### config.mk
export PLATFORM = sky130hd
export DESIGN_NAME = wake_frame_cfg
export DESIGN_NICKNAME = d
export VERILOG_FILES = /design/src/hdl/wake_cfg_pkg.sv /design/src/hdl/wake_frame_cfg.sv
export SDC_FILE = /design/constraint.sdc
export NUM_CORES = 1
export LEC_CHECK = 0
export BUFFER_PORTS_ARGS = -buffer_cell sky130_fd_sc_hd__buf_2
export CORE_ASPECT_RATIO = 1.25
export CORE_MARGIN = 2
export CORE_UTILIZATION = 45
export CTS_BUF_LIST = sky130_fd_sc_hd__clkbuf_4
export DETAILED_ROUTE_END_ITERATION = 8
export HOLD_SLACK_MARGIN = 0.02
export MAX_ROUTING_LAYER = met4
export PLACE_DENSITY = 0.75
export SLEW_MARGIN = 10
export SYNTH_ARGS = -nofsm -noshare
export SYNTH_HDL_FRONTEND = slang
export SYNTH_SLANG_ARGS = --single-unit
### constraint.sdc
create_clock -name clk_sys -period 2.7 [get_ports clk_sys]
set_input_delay 0.54 -clock clk_sys [delete_from_list [all_inputs] [get_ports clk_sys]]
set_output_delay 0.54 -clock clk_sys [all_outputs]
set_load 0.01 [all_outputs]
### src/hdl/wake_cfg_pkg.sv
// package for the selective wake frame configuration registers
// assumes an 8-bit register port from the device's serial command decoder
package wake_cfg_pkg;

  // ****************************************
  // register offsets (7-bit register addresses)
  // ****************************************
  localparam logic [6:0] wake_id_mask_high       = 7'h27;
  localparam logic [6:0] wake_id_mask_upper_mid  = 7'h28;
  localparam logic [6:0] wake_id_mask_lower_mid  = 7'h29;
  localparam logic [6:0] wake_id_mask_low        = 7'h2a;
  localparam logic [6:0] wake_length_code        = 7'h2b;
  localparam logic [6:0] wake_payload_byte_7     = 7'h2c;
  localparam logic [6:0] wake_payload_byte_6     = 7'h2d;
  localparam logic [6:0] wake_payload_byte_5     = 7'h2e;
  localparam logic [6:0] wake_payload_byte_4     = 7'h2f;
  localparam logic [6:0] wake_payload_byte_3     = 7'h30;

  // ****************************************
  // field layout and reset values
  // ****************************************
  localparam int          id_width         = 29;
  localparam int          std_id_lsb       = 18;
  localparam int          mask_low_lsb     = 2;
  localparam int          mask_low_msb     = 6;
  localparam int          dlc_msb          = 3;
  localparam int          first_local_byte = 3;
  localparam int          last_local_byte  = 7;
  localparam logic [7:0]  mask_low_keep    = 8'h7c;
  localparam logic [7:0]  dlc_keep         = 8'h0f;
  localparam logic [7:0]  reg_reset_value  = 8'h00;
  localparam logic [3:0]  dlc_full_length  = 4'h8;

  // register port request from the command decoder
  typedef struct packed {
    logic       wr;
    logic       rd;
    logic [6:0] addr;
    logic [7:0] wdata;
  } reg_req_type;

  // frame as decoded by the can receiver: identifier, format bit, length code and data
  typedef struct packed {
    logic [28:0] id;
    logic        extended_id_select;
    logic [3:0]  dlc;
    logic [63:0] data;
  } rx_frame_type;

endpackage

### src/hdl/wake_frame_cfg.sv
// selective wake frame mask, length code and payload byte 7..3 registers
// with the frame comparison that uses them.
// assumes request, frame and expected-identifier inputs come from logic on clk_sys.
`timescale 1ns/10ps

// Contract
// - a mask bit of one compares that identifier bit, zero ignores it
// - highest mask register holds identifier mask bits 28..21 in 7..0
// - next registers hold mask bits 20..13 and 12..5 in 7..0
// - lowest mask register holds bits 4..0 in 6..2; 7,1,0 read zero
// - length code is four bits; codes 8 to 15 all mean eight bytes
// - received length code must equal configured code in every bit
// - length code register bits 7..4 always read back zero
// - each payload byte register stores one full byte, bit 0 lsb
// - power-on or soft reset clears every register here to zero
// - restart forces reserved bits zero; other bits keep their value
// - standard frames compare only mask bits for identifier 28..18
// - changing any configuration register clears the configuration-valid flag
module wake_frame_cfg
  import wake_cfg_pkg::*;
(
  input  wire logic         clk_sys,
  input  wire logic         srst,
  input  wire logic         restart,
  input  wire reg_req_type  reg_req,
  output logic [7:0]        reg_rdata,
  input  wire logic         config_valid_set,
  output logic              config_valid_flag,
  input  wire logic [28:0]  expected_id,
  input  wire logic         expected_ide,
  input  wire logic         low_bytes_match,
  input  wire logic         frame_done,
  input  wire rx_frame_type rx_frame,
  output logic              wake_up_frame_match
);

  // ****************************************
  // state
  // ****************************************
  logic [28:0] id_compare_sel;
  logic [3:0]  dlc_cfg;
  logic [7:0]  payload [first_local_byte:last_local_byte];
  logic [28:0] next_id_compare_sel;
  logic [3:0]  next_dlc_cfg;
  logic [7:0]  next_payload [first_local_byte:last_local_byte];
  logic [7:0]  next_reg_rdata;
  logic        next_config_valid_flag;
  logic        next_match;
  logic [7:0]  cur_value;
  logic [7:0]  new_value;
  logic        cfg_changed;
  logic        id_ok;
  logic        data_ok;
  logic [3:0]  frame_len;

  // read view of one register; reserved bits always zero
  function automatic logic [7:0] reg_view(input logic [6:0] a, input logic [28:0] m,
                                          input logic [3:0] d, input logic [7:0] p3,
                                          input logic [7:0] p4, input logic [7:0] p5,
                                          input logic [7:0] p6, input logic [7:0] p7);
    case (a)
      wake_id_mask_high:      reg_view = m[28:21];
      wake_id_mask_upper_mid: reg_view = m[20:13];
      wake_id_mask_lower_mid: reg_view = m[12:5];
      wake_id_mask_low:       reg_view = {1'b0, m[4:0], 2'b00};
      wake_length_code:       reg_view = {4'h0, d};
      wake_payload_byte_7:    reg_view = p7;
      wake_payload_byte_6:    reg_view = p6;
      wake_payload_byte_5:    reg_view = p5;
      wake_payload_byte_4:    reg_view = p4;
      wake_payload_byte_3:    reg_view = p3;
      default:                reg_view = reg_reset_value;
    endcase
  endfunction

  // payload byte held here that sits at register address a
  function automatic int byte_of(input logic [6:0] a);
    byte_of = last_local_byte - int'(a - wake_payload_byte_7);
  endfunction

  // ****************************************
  // next values
  // ****************************************
  always_comb begin
    next_id_compare_sel = id_compare_sel;
    next_dlc_cfg        = dlc_cfg;
    next_payload        = payload;
    cur_value = reg_view(reg_req.addr, id_compare_sel, dlc_cfg, payload[3], payload[4],
                         payload[5], payload[6], payload[7]);
    // only bits that are stored can change; a reserved-bit write is no change
    case (reg_req.addr)
      wake_id_mask_low: new_value = reg_req.wdata & mask_low_keep;
      wake_length_code: new_value = reg_req.wdata & dlc_keep;
      default:          new_value = reg_req.wdata;
    endcase
    cfg_changed = 1'b0;
    if (reg_req.wr) begin
      case (reg_req.addr)
        wake_id_mask_high:      next_id_compare_sel[28:21] = reg_req.wdata;
        wake_id_mask_upper_mid: next_id_compare_sel[20:13] = reg_req.wdata;
        wake_id_mask_lower_mid: next_id_compare_sel[12:5]  = reg_req.wdata;
        wake_id_mask_low:
          next_id_compare_sel[4:0] = reg_req.wdata[mask_low_msb:mask_low_lsb];
        wake_length_code:       next_dlc_cfg = reg_req.wdata[dlc_msb:0];
        default: begin
          if (reg_req.addr >= wake_payload_byte_7 && reg_req.addr <= wake_payload_byte_3)
            next_payload[byte_of(reg_req.addr)] = reg_req.wdata;
        end
      endcase
      if (reg_req.addr >= wake_id_mask_high && reg_req.addr <= wake_payload_byte_3)
        cfg_changed = (new_value != cur_value);
    end
    next_reg_rdata = reg_req.rd ? cur_value : reg_rdata;

    // identifier: standard frames use only identifier bits 28..18
    id_ok = (rx_frame.extended_id_select == expected_ide);
    for (int i = 0; i < id_width; i++) begin
      if (id_compare_sel[i] && (expected_ide || i >= std_id_lsb) &&
          rx_frame.id[i] != expected_id[i])
        id_ok = 1'b0;
    end
    frame_len = (dlc_cfg >= dlc_full_length) ? dlc_full_length : dlc_cfg;
    data_ok = low_bytes_match;
    for (int b = first_local_byte; b <= last_local_byte; b++) begin
      if (4'(b) < frame_len && rx_frame.data[b*8 +: 8] != payload[b])
        data_ok = 1'b0;
    end
    next_match = frame_done && config_valid_flag && id_ok && data_ok &&
                 (rx_frame.dlc == dlc_cfg);

    // a change or a wake clears the flag and wins over software setting it
    if (cfg_changed || next_match)
      next_config_valid_flag = 1'b0;
    else if (config_valid_set)
      next_config_valid_flag = 1'b1;
    else
      next_config_valid_flag = config_valid_flag;
  end

  // ****************************************
  // registers
  // ****************************************
  always_ff @(posedge clk_sys) begin
    if (srst) begin
      id_compare_sel      <= '0;
      dlc_cfg             <= '0;
      for (int b = first_local_byte; b <= last_local_byte; b++) begin
        payload[b] <= reg_reset_value;
      end
      reg_rdata           <= reg_reset_value;
      config_valid_flag   <= 1'b0;
      wake_up_frame_match <= 1'b0;
    end else if (restart) begin
      // reserved bits are not stored, so they stay zero; mask, length and payload keep their values, read data, flag and match clear
      reg_rdata           <= reg_reset_value;
      config_valid_flag   <= 1'b0;
      wake_up_frame_match <= 1'b0;
    end else begin
      id_compare_sel      <= next_id_compare_sel;
      dlc_cfg             <= next_dlc_cfg;
      payload             <= next_payload;
      reg_rdata           <= next_reg_rdata;
      config_valid_flag   <= next_config_valid_flag;
      wake_up_frame_match <= next_match;
    end
  end
endmodule

==> run_results.csv, run 1 <==
group,metric,value,unit
status,outcome,"complete, no violations",
power,seq_power_share,0.488,
sta,drv_slew,0,
yosys,async_flop_share,0,
yosys,yosysMostFrequentCell,"dfxtp_1",
global_routing,grt_overflow,0,
power,switching_share,0.259,
detailed_routing,dr.pass1.iters,7,
hold_path,min_from,"restart",
setup_path,cp.required,3.06,ns
die,io_pins,161,
detailed_routing,vias_per_cell,5.60,
setup_path,critical_path.max_stage_delay,0.54,ns
yosys,synth_area_leaders,"dfxtp_1, mux2i_1, xor2_1",
power,switchingPower,652,uW
setup_path,critPathKind,"in2reg",
yosys,synth-xor-area-share,0.140,
place,dpl.hpwl,12.5,mm
cts,path_clk_slew,0.13,ns
yosys,synth_cell_types,63,
die,die_y,122,um
power,p_clk_frac,0.365,
cts,postCtsHoldBufs,0,
yosys,syn_area,5020,um^2
sta,setup_viol,0,
cts,root_buffer,"clkbuf_4",
power,power.leakage,2.91,nW
yosys,syn_nets,722,
sta,skew,0.00870,ns
yosys,syn_avg_cell_area,8.86,um^2
power,p_comb_frac,0.147,
yosys,yosysSeqAreaShare,0.331,
detailed_routing,wl_per_cell,18.2,um
flow_run,cap_violations,0,
global_routing,grt_usage,0.273,
power,ir_drop,225,uV
cts,cts.sinks,83,
yosys,synthSimpleGateAreaFrac,0.195,
place,port_buffers,136,
setup_path,critPathLaunch,"reg_req[11]",
global_routing,grt_max_degree,46,
finish,synthToLayoutAreaGrowth,26.5,%
cts,cts_tree,"built",
sta,slew_headroom,0.583,
global_routing,antenna_found_initial,0,
cts,ctsHtreeMaxLevel,3,
yosys,ys.flop_type,"dfxtp_1",
setup_path,crit-reg2reg-launch,"payload[25]",
cts,post_cts_resized,0,
place,dp_cells,857,
detailed_routing,drtIter0Drc,380,
detailed_routing,vias,4892,
hold_path,hold_path.class,"in2reg",
place,gp_congestion,0.947,
yosys,synth_top_area_frac,0.331,
finish,layout.nets,889,
finish,drive_gt1_frac,0.312,
cts,clockBufferDepth,2,
power,power,2.52,mW
yosys,synth-compound-area-share,0.130,
finish,stdcell_count,873,
cts,post_cts_buffers,0,
setup_path,worstSetupEndpointType,"register",
sta,rsz0062_at_grt,"no",
sta,report.final.hold_viol_count,0,
sta,layout_setup_ws,0.272,ns
yosys,synth_fa_ha_area_frac,0.0125,
global_routing,grt_pass1_wl,24.9,mm
setup_path,start_kind,"input port",
cts,cts_buffers,9,
yosys,synth_cells,566,
die,start_util,0.457,
yosys,synth_top_family_by_area,"simple AND/OR/NAND/NOR gates",
sta,fin_crit_sh,0.899,
finish,fill_cells,1024,
die,rows,43,
finish,antenna_cells,0,
yosys,yosys_register_bits,83,
power,internal_power,1.87,mW
global_routing,grt_pass1_vias,4819,
yosys,synth_warnings,0,
place,postPlaceCellArea,6170,um^2
finish,postLayoutCellArea,6350,um^2
yosys,synth_common_cells,"dfxtp_1, nor2_1, mux2i_1",
die,core,11000,um^2
detailed_routing,drc,0,
detailed_routing,ant_nets,0,
die,die_w,98.4,um
finish,regArea,1660,um^2
setup_path,arrival,2.79,ns
setup_path,path_max_fanout,8,
cts,insertion_delay,0.46,ns
sta,fmax,412,MHz
sta,fin_hold_ws,0.389,ns
die,die-area,12000,um^2
sta,worstMarginPinSlew,0.625,ns
sta,fin_crit,2.43,ns
detailed_routing,wl,15.9,mm
setup_path,cp_slowest_cell,"or4_1",
finish,multi_input_area,3170,um^2
yosys,synth_edf_count,0,
setup_path,cp_cell_sequence,"buf_2 -> inv_1 -> ha_1 -> inv_1 -> ha_1 -> nor4b_1 -> o211ai_1 -> or4_1 -> buf_4 -> mux2i_1 -> nor2_1",
yosys,synthMuxAreaShare,0.156,
place,pre_cts_ws,-0.193,ns
power,powerDensity,397,nW/um^2
yosys,yosys.area.top_type,"dfxtp_1",
==> power groups by stage <==
stage	registers, mW	logic (mW)	clock network (mW)
2_1_floorplan	1.26	0.171	0
3_3_place_gp	1.26	0.357	0
3_5_place_dp	1.26	0.366	0
4_1_cts	1.23	0.367	0.934
5_1_grt	1.23	0.399	0.987
6_report	1.23	0.370	0.921
==> worst max-delay path: cells and delay by family <==
family	cells	cell delay (ns)
AOI/OAI and AO/OA	1	0.22
adders and majority gates	2	0.58
buffers and inverters	4	0.41
muxes	1	0.15
and+or+nand+nor	3	0.88
==> final timing paths <==
check                                            to  slack (ns)  depth (start not counted)
worst max-delay path                    payload[35]        0.27                         11
worst min-delay path                   reg_rdata[0]        0.39                          4
worst max register to register  wake_up_frame_match        0.30                          8
worst min register to register    id_compare_sel[5]        0.49                          2
==> area by class of cell <==
cell class              count  share of cell area
clock buffers               9              0.0106
flip-flops and latches     83               0.262
repair buffers            193               0.181
clock inverters             7              0.0181
multi-input cells         442               0.500
inverters                   4             0.00236
well taps                 135              0.0266
==> flip-flops by register name, summed over array words and instances, names as in the netlist <==
| register | cells |
|---|---|
| payload | 40 |
| id_compare_sel | 29 |
| reg_rdata | 8 |
| dlc_cfg | 4 |
| config_valid_flag | 1 |
| wake_up_frame_match | 1 |
==> routing by layer <==
layer,up-vias,GRT usage,share of wire
met3,43,0.0338,0.056
met5,-,-,0
met2,191,0.445,0.50
met1,2300,0.333,0.40
li1,2358,-,-
met4,0,0.139,0.040
==> per-stage QoR <==
step / TNS (ns) / utilization
finish: 0 / 0.578
global route: 0 / 0.578
CTS: 0 / 0.578
detailed placement: -5.06 / 0.562
global placement: -0.611 / 0.562
floorplan: 0 / -
==> cells by family (layout without fill, tap and decap cells) <==
logic type / after synthesis / in the layout
adder cells (fa/ha/maj): 5 / 5
multiplexers: 70 / 70
XOR/XNOR: 80 / 80
flip-flops: 83 / 83
buffers and inverters: 41 / 213
AND/OR/NAND/NOR: 193 / 193
AO/OA/AOI/OAI: 94 / 94
==> cell usage in the layout, fill, tap and decap left out, drive strengths merged, types with 3 or more instances in the layout <==
| cell type | netlist | routed |
|---|---|---|
| mux2i | 60 | 60 |
| nor4 | 9 | 9 |
| ha | 5 | 5 |
| nor2 | 67 | 67 |
| a211oi | 7 | 7 |
| and3 | 6 | 6 |
| nand3b | 3 | 3 |
| inv | 4 | 5 |
| o21ai | 11 | 11 |
| xnor2 | 27 | 27 |
| dfxtp | 83 | 83 |
| nor2b | 5 | 5 |
| mux2 | 4 | 4 |
| a211o | 3 | 3 |
| mux4 | 6 | 6 |
| clkinv | 0 | 3 |
| bufinv | 0 | 3 |
| a21oi | 29 | 29 |
| nand3 | 28 | 28 |
| nand2 | 41 | 41 |
| clkbuf | 25 | 9 |
| nand4 | 11 | 11 |
| buf | 12 | 193 |
| and2 | 9 | 9 |
| a32oi | 3 | 3 |
| a22oi | 15 | 15 |
| a22o | 3 | 3 |
| xor2 | 53 | 53 |
(Power assumes the default switching activity.)
==> inputs of run 2 (changes only) <==
--- a/config.mk
+++ b/config.mk
@@ -11,6 +11,7 @@
 export CORE_UTILIZATION = 45
 export CTS_BUF_LIST = sky130_fd_sc_hd__clkbuf_4
 export DETAILED_ROUTE_END_ITERATION = 8
+export GPL_TIMING_DRIVEN = 0
 export HOLD_SLACK_MARGIN = 0.02
 export MAX_ROUTING_LAYER = met4
 export PLACE_DENSITY = 0.75
@@ -18,3 +19,4 @@
 export SYNTH_ARGS = -nofsm -noshare
 export SYNTH_HDL_FRONTEND = slang
 export SYNTH_SLANG_ARGS = --single-unit
+export TNS_END_PERCENT = 5
==> run 2 against run 1 <==
  * Non-clock buffer count decreased by 25
  * Worst setup slack lost 0.14 ns
  * Sequential cell count unchanged
  * Fmax decreased by 5.6%
  * Worst hold slack better by 0.018 ns
  * Global-route usage increased by 0.15 points
  * Register-to-register slack lost 0.10 ns
  * Power is 6.7% lower
  * Via count shrank 0.12%
  * Critical path type unchanged
==> run_results.csv, run 2 (synthesized netlist as in run 1, its figures left out) <==
group,metric,value,unit
die,die_y,122,um
cts,root_buffer,"clkbuf_4",
finish,synthToLayoutAreaGrowth,20.1,%
status,outcome,"complete, no violations",
finish,fill_cells,1059,
sta,fmax,389,MHz
die,start_util,0.457,
global_routing,grt_max_degree,15,
global_routing,grt_pass1_vias,4651,
detailed_routing,vias_per_cell,5.76,
finish,post-route-util,0.549,
detailed_routing,drc,0,
detailed_routing,dr.pass1.iters,7,
place,dpl.hpwl,12.6,mm
die,core,11000,um^2
die,io_pins,161,
flow_run,cap_violations,0,
setup_path,cp_cell_sequence,"buf_2 -> inv_1 -> ha_4 -> nor4b_2 -> and2_1 -> a222oi_1 -> nor3b_1 -> xor2_1 -> a41oi_1 -> nor4_2",
global_routing,use_met2,0.469,
power,ir_drop,212,uV
place,pre_cts_ws,-0.432,ns
global_routing,grt_overflow,0,
cts,cts_buffers,9,
die,rows,43,
cts,clockBufferDepth,2,
finish,layout_common_cells,"buf_2, dfxtp_1, nor2_1, mux2i_1, xor2_1",
sta,fin_hold_ws,0.407,ns
power,power.leakage,2.70,nW
cts,path_clk_slew,0.12,ns
setup_path,worstSetupEndpointType,"register",
setup_path,cp.required,3.01,ns
finish,largest_reg_flops,40,
hold_path,hold_depth,3,
cts,postCtsHoldBufs,0,
sta,report.final.hold_viol_count,0,
detailed_routing,wl,16.3,mm
setup_path,arrival,2.89,ns
sta,skew,0.0190,ns
sta,fin_crit,2.57,ns
place,postPlaceCellArea,5840,um^2
setup_path,start_kind,"input port",
power,powerDensity,390,nW/um^2
global_routing,grt_use_met3,0.0425,
finish,layout.nets,864,
power,power,2.35,mW
die,die-area,12000,um^2
global_routing,busiest_layer,"met2",
setup_path,critical_path.max_stage_delay,0.53,ns
sta,slew_headroom,0.453,
sta,setup_viol,0,
cts,cts.sinks,83,
global_routing,grt_pass1_wl,24.7,mm
setup_path,rr_worst_depth,7,
setup_path,critPathKind,"in2reg",
finish,reg_top3,"payload (40), id_compare_sel (29), reg_rdata (8)",
finish,drive_gt1_frac,0.258,
hold_path,hold_path.class,"in2reg",
global_routing,use_met1,0.322,
setup_path,cp_slowest_cell,"nor3b_1",
finish,regMostFlops,"payload",
sta,fin_crit_sh,0.953,
global_routing,grt_usage,0.274,
global_routing,antenna_found_initial,1,
place,dp_cells,831,
detailed_routing,ant_nets,0,
die,die_w,98.4,um
detailed_routing,drtIter0Drc,395,
sta,setup-tns-final,0,ns
sta,layout_setup_ws,0.127,ns
detailed_routing,wl_per_cell,19.2,um
sta,drv_slew,0,
finish,layout_commonest_cell,"buf_2",
cts,cts_tree,"built",
sta,worstMarginPinSlew,0.800,ns
setup_path,path_max_fanout,7,
cts,insertion_delay,0.46,ns
finish,postLayoutCellArea,6030,um^2
detailed_routing,vias,4886,
place,gp_congestion,0.964,
finish,stdcell_count,849,
place,port_buffers,130,
cts,ctsHtreeMaxLevel,3,
==> run 2: cell count changes in the layout (fill, tap and decap cells not counted), sizes merged <==
cell | before | now
buf | 193 | 142
bufinv | 3 | 1
clkinvlp | 0 | 3
clkbuf | 9 | 37
diode | 0 | 1
clkinv | 3 | 0
==> run 2: cell type report <==
cell class,instances,area [um^2],share of cell area
Antenna cell,1,2.50,0.000415
Buffer,37,170,0.0282
Clock buffer,11,82.6,0.0137
Clock inverter,5,61.3,0.0102
Inverter,4,15.0,0.00249
Multi-Input combinational cell,442,3210,0.532
Sequential cell,83,1660,0.276
Tap cell,135,169,0.0280
Timing Repair Buffer,131,658,0.109
==> run 2: worst max-delay path, delay by kind of cell <==
kind	cells	cell delay, ns
simple gates	4	1.00
compound gates	2	0.69
buf+inv	2	0.31
fa+ha+maj	1	0.19
xor+xnor	1	0.15
==> run 2: path summary, 6_finish.rpt <==
path | startpoint | to | slack (ns)
worst max-delay path | reg_req[10] | config_valid_flag | 0.13
worst min-delay path | reg_req[15] | reg_rdata[3] | 0.41
worst max register to register | payload[31] | config_valid_flag | 0.20
worst min register to register | id_compare_sel[14] | id_compare_sel[14] | 0.49
==> run 2: power breakdown <==
group          switching [mW]  internal [mW]
clock                   0.463          0.306
sequential            0.00256           1.23
combinational           0.199          0.153
==> run 2: per-layer routing <==
layer	vias up	wire [um]
met5	-	0
met4	0	648
met3	51	923
met2	199	8230
met1	2327	6500
li1	2309	-
==> run 2: what timing repair did <==
item	CTS	global route
resized for setup	0	8
setup endpoints to repair	0	41
setup buffers	0	1
==> inputs of run 3 (changes only) <==
--- a/config.mk
+++ b/config.mk
@@ -13,7 +13,6 @@
 export DETAILED_ROUTE_END_ITERATION = 8
 export GPL_TIMING_DRIVEN = 0
 export HOLD_SLACK_MARGIN = 0.02
-export MAX_ROUTING_LAYER = met4
 export PLACE_DENSITY = 0.75
 export SLEW_MARGIN = 10
 export SYNTH_ARGS = -nofsm -noshare
==> run 3 against run 2 <==
  * Fmax fell by 2.4%
  * Clock skew decreased by 0.0081 ns
  * Sequential power hardly changed
  * Critical endpoint unchanged
  * Register-to-register slack improved by 0.06 ns
  * Sequential share of layout area up 0.16 points
  * Die area stayed put
  * Worst hold slack improved by 0.00089 ns
  * Critical path type unchanged
  * Critical path depth increased by 1
  * Utilization shrank 0.31 points
  * Power decreased by 6.1%
  * Final area decreased by 0.56%
  * Non-clock buffer count is 2 higher
==> run_results.csv, run 3 (synthesized netlist as in run 1, its figures left out) <==
group,metric,value,unit
status,outcome,"complete, no violations",
detailed_routing,ant_nets,0,
detailed_routing,wl_per_cell,19.3,um
setup_path,cp_cell_sequence,"clkbuf_4 -> clkinvlp_4 -> buf_4 -> ha_1 -> and4bb_2 -> clkbuf_1 -> a21oi_1 -> a31o_2 -> a211oi_1 -> a41oi_1 -> nor4_2",
finish,layout.nets,866,
sta,setup-tns-final,0,ns
detailed_routing,drc,0,
finish,drive_gt1_frac,0.257,
finish,synthToLayoutAreaGrowth,19.5,%
power,internal_power,1.57,mW
die,io_pins,161,
sta,fin_hold_ws,0.408,ns
finish,multi_input_area,3200,um^2
power,p_comb_frac,0.161,
cts,insertion_delay,0.45,ns
flow_run,cap_violations,0,
hold_path,hold_path.class,"in2reg",
finish,regMostFlops,"payload",
die,die_w,98.4,um
sta,setup_viol,0,
sta,worstMarginPinSlew,0.789,ns
global_routing,grt_usage,0.266,
global_routing,antenna_found_initial,0,
finish,layout_common_cells,"buf_2, dfxtp_1, nor2_1, mux2i_1, xor2_1",
detailed_routing,wl,16.4,mm
sta,fin_crit,2.64,ns
detailed_routing,dr.pass1.iters,5,
setup_path,critPathKind,"in2reg",
global_routing,grt_max_degree,13,
global_routing,grt_pass1_wl,24.8,mm
place,gp_congestion,0.957,
setup_path,path_max_fanout,10,
sta,slew_headroom,0.460,
detailed_routing,vias,4955,
cts,ctsHtreeMaxLevel,3,
power,switching_share,0.290,
power,p_clk_frac,0.282,
finish,fill_cells,1043,
setup_path,arrival,3.00,ns
die,rows,43,
finish,layout_commonest_cell,"buf_2",
sta,fin_crit_sh,0.977,
finish,largest_reg_flops,40,
sta,drv_slew,0,
global_routing,grt_pass1_vias,4739,
sta,skew,0.0109,ns
cts,root_buffer,"clkbuf_4",
place,dpl.hpwl,12.6,mm
cts,cts_buffers,9,
power,power.leakage,2.66,nW
setup_path,cp_slowest_cell,"clkbuf_1",
finish,regArea,1660,um^2
power,ir_drop,198,uV
die,start_util,0.457,
power,seq_power_share,0.558,
power,powerDensity,368,nW/um^2
sta,rsz0062_at_grt,"yes",
detailed_routing,drtIter0Drc,341,
global_routing,grt_overflow,0,
setup_path,start_kind,"input port",
power,switchingPower,641,uW
sta,fmax,379,MHz
die,die_y,122,um
finish,reg_top3,"payload (40), id_compare_sel (29), reg_rdata (8)",
setup_path,cp.required,3.06,ns
cts,clockBufferDepth,2,
place,port_buffers,130,
setup_path,critical_path.max_stage_delay,0.37,ns
detailed_routing,vias_per_cell,5.84,
cts,cts.sinks,83,
cts,postCtsHoldBufs,0,
die,die-area,12000,um^2
die,core,11000,um^2
cts,cts_tree,"built",
cts,path_clk_slew,0.12,ns
sta,report.final.hold_viol_count,0,
setup_path,worstSetupEndpointType,"register",
==> run 3: changes by cell type in the layout (fill, tap and decap cells not counted), moves of 2 or more <==
cell,previous run,this run
clkinv_1,0,2
buf_4,4,7
nand2_4,3,1
nand2_2,1,3
==> run 3: cell type report <==
class,instances,share of cell area
antenna,1,0.000417
buffer,37,0.0282
clock buffer,10,0.0125
clock inverter,4,0.00334
inverter,4,0.00313
multi-input combinational,442,0.534
sequential,83,0.277
tap,135,0.0282
timing repair buffer,133,0.113
==> run 3: worst max-delay path, delay by kind of cell <==
family          cells  cell delay [ns]
fa+ha+maj           1             0.19
buf+inv             4             0.78
simple gates        2             0.52
compound gates      4             0.99
==> run 3: repair_timing <==
item / CTS / global route
setup buffers: 0 / 3
endpoints found under the setup margin: 0 / 40
gates resized for setup: 0 / 8
==> run 3: per-stage QoR <==
step / setup slack, ns / total power [mW] / cells / cell area (um^2) / utilization
after CTS: 0.0272 / 2.19 / 845 / 5930 / 0.540
after detailed placement: -0.460 / 1.60 / 831 / 5840 / 0.532
after global routing: -0.00624 / 2.28 / 848 / 5990 / 0.546
final: 0.0627 / 2.21 / 849 / 5990 / 0.546
after global placement: -0.301 / 1.59 / 831 / 5840 / 0.532
after floorplan: 0.0610 / 1.43 / 566 / 5020 / -
==> run 3: path summary, 6_finish.rpt <==
path | start | endpoint | slack (ns) | cells past startpoint
worst max-delay path | reg_req[10] | config_valid_flag | 0.06 | 11
worst min-delay path | reg_req[15] | reg_rdata[3] | 0.41 | 3
worst max register to register | payload[25] | wake_up_frame_match | 0.26 | 7
worst min register to register | id_compare_sel[14] | id_compare_sel[14] | 0.49 | 2
==> run 3: power groups by stage <==
stage	clock (mW)	combinational, mW	sequential (mW)
final	0.622	0.355	1.23
after detailed placement	0	0.344	1.26
after global placement	0	0.336	1.26
after floorplan	0	0.171	1.26
after global routing	0.667	0.383	1.23
after CTS	0.616	0.345	1.23
==> run 3: per-layer routing <==
layer | vias to the layer above | track usage | wire, um
li1 | 2308 | - | -
met1 | 2385 | 0.328 | 6440
met2 | 214 | 0.466 | 8370
met3 | 48 | 0.0379 | 1050
met4 | 0 | 0.112 | 570
met5 | - | 0 | 0
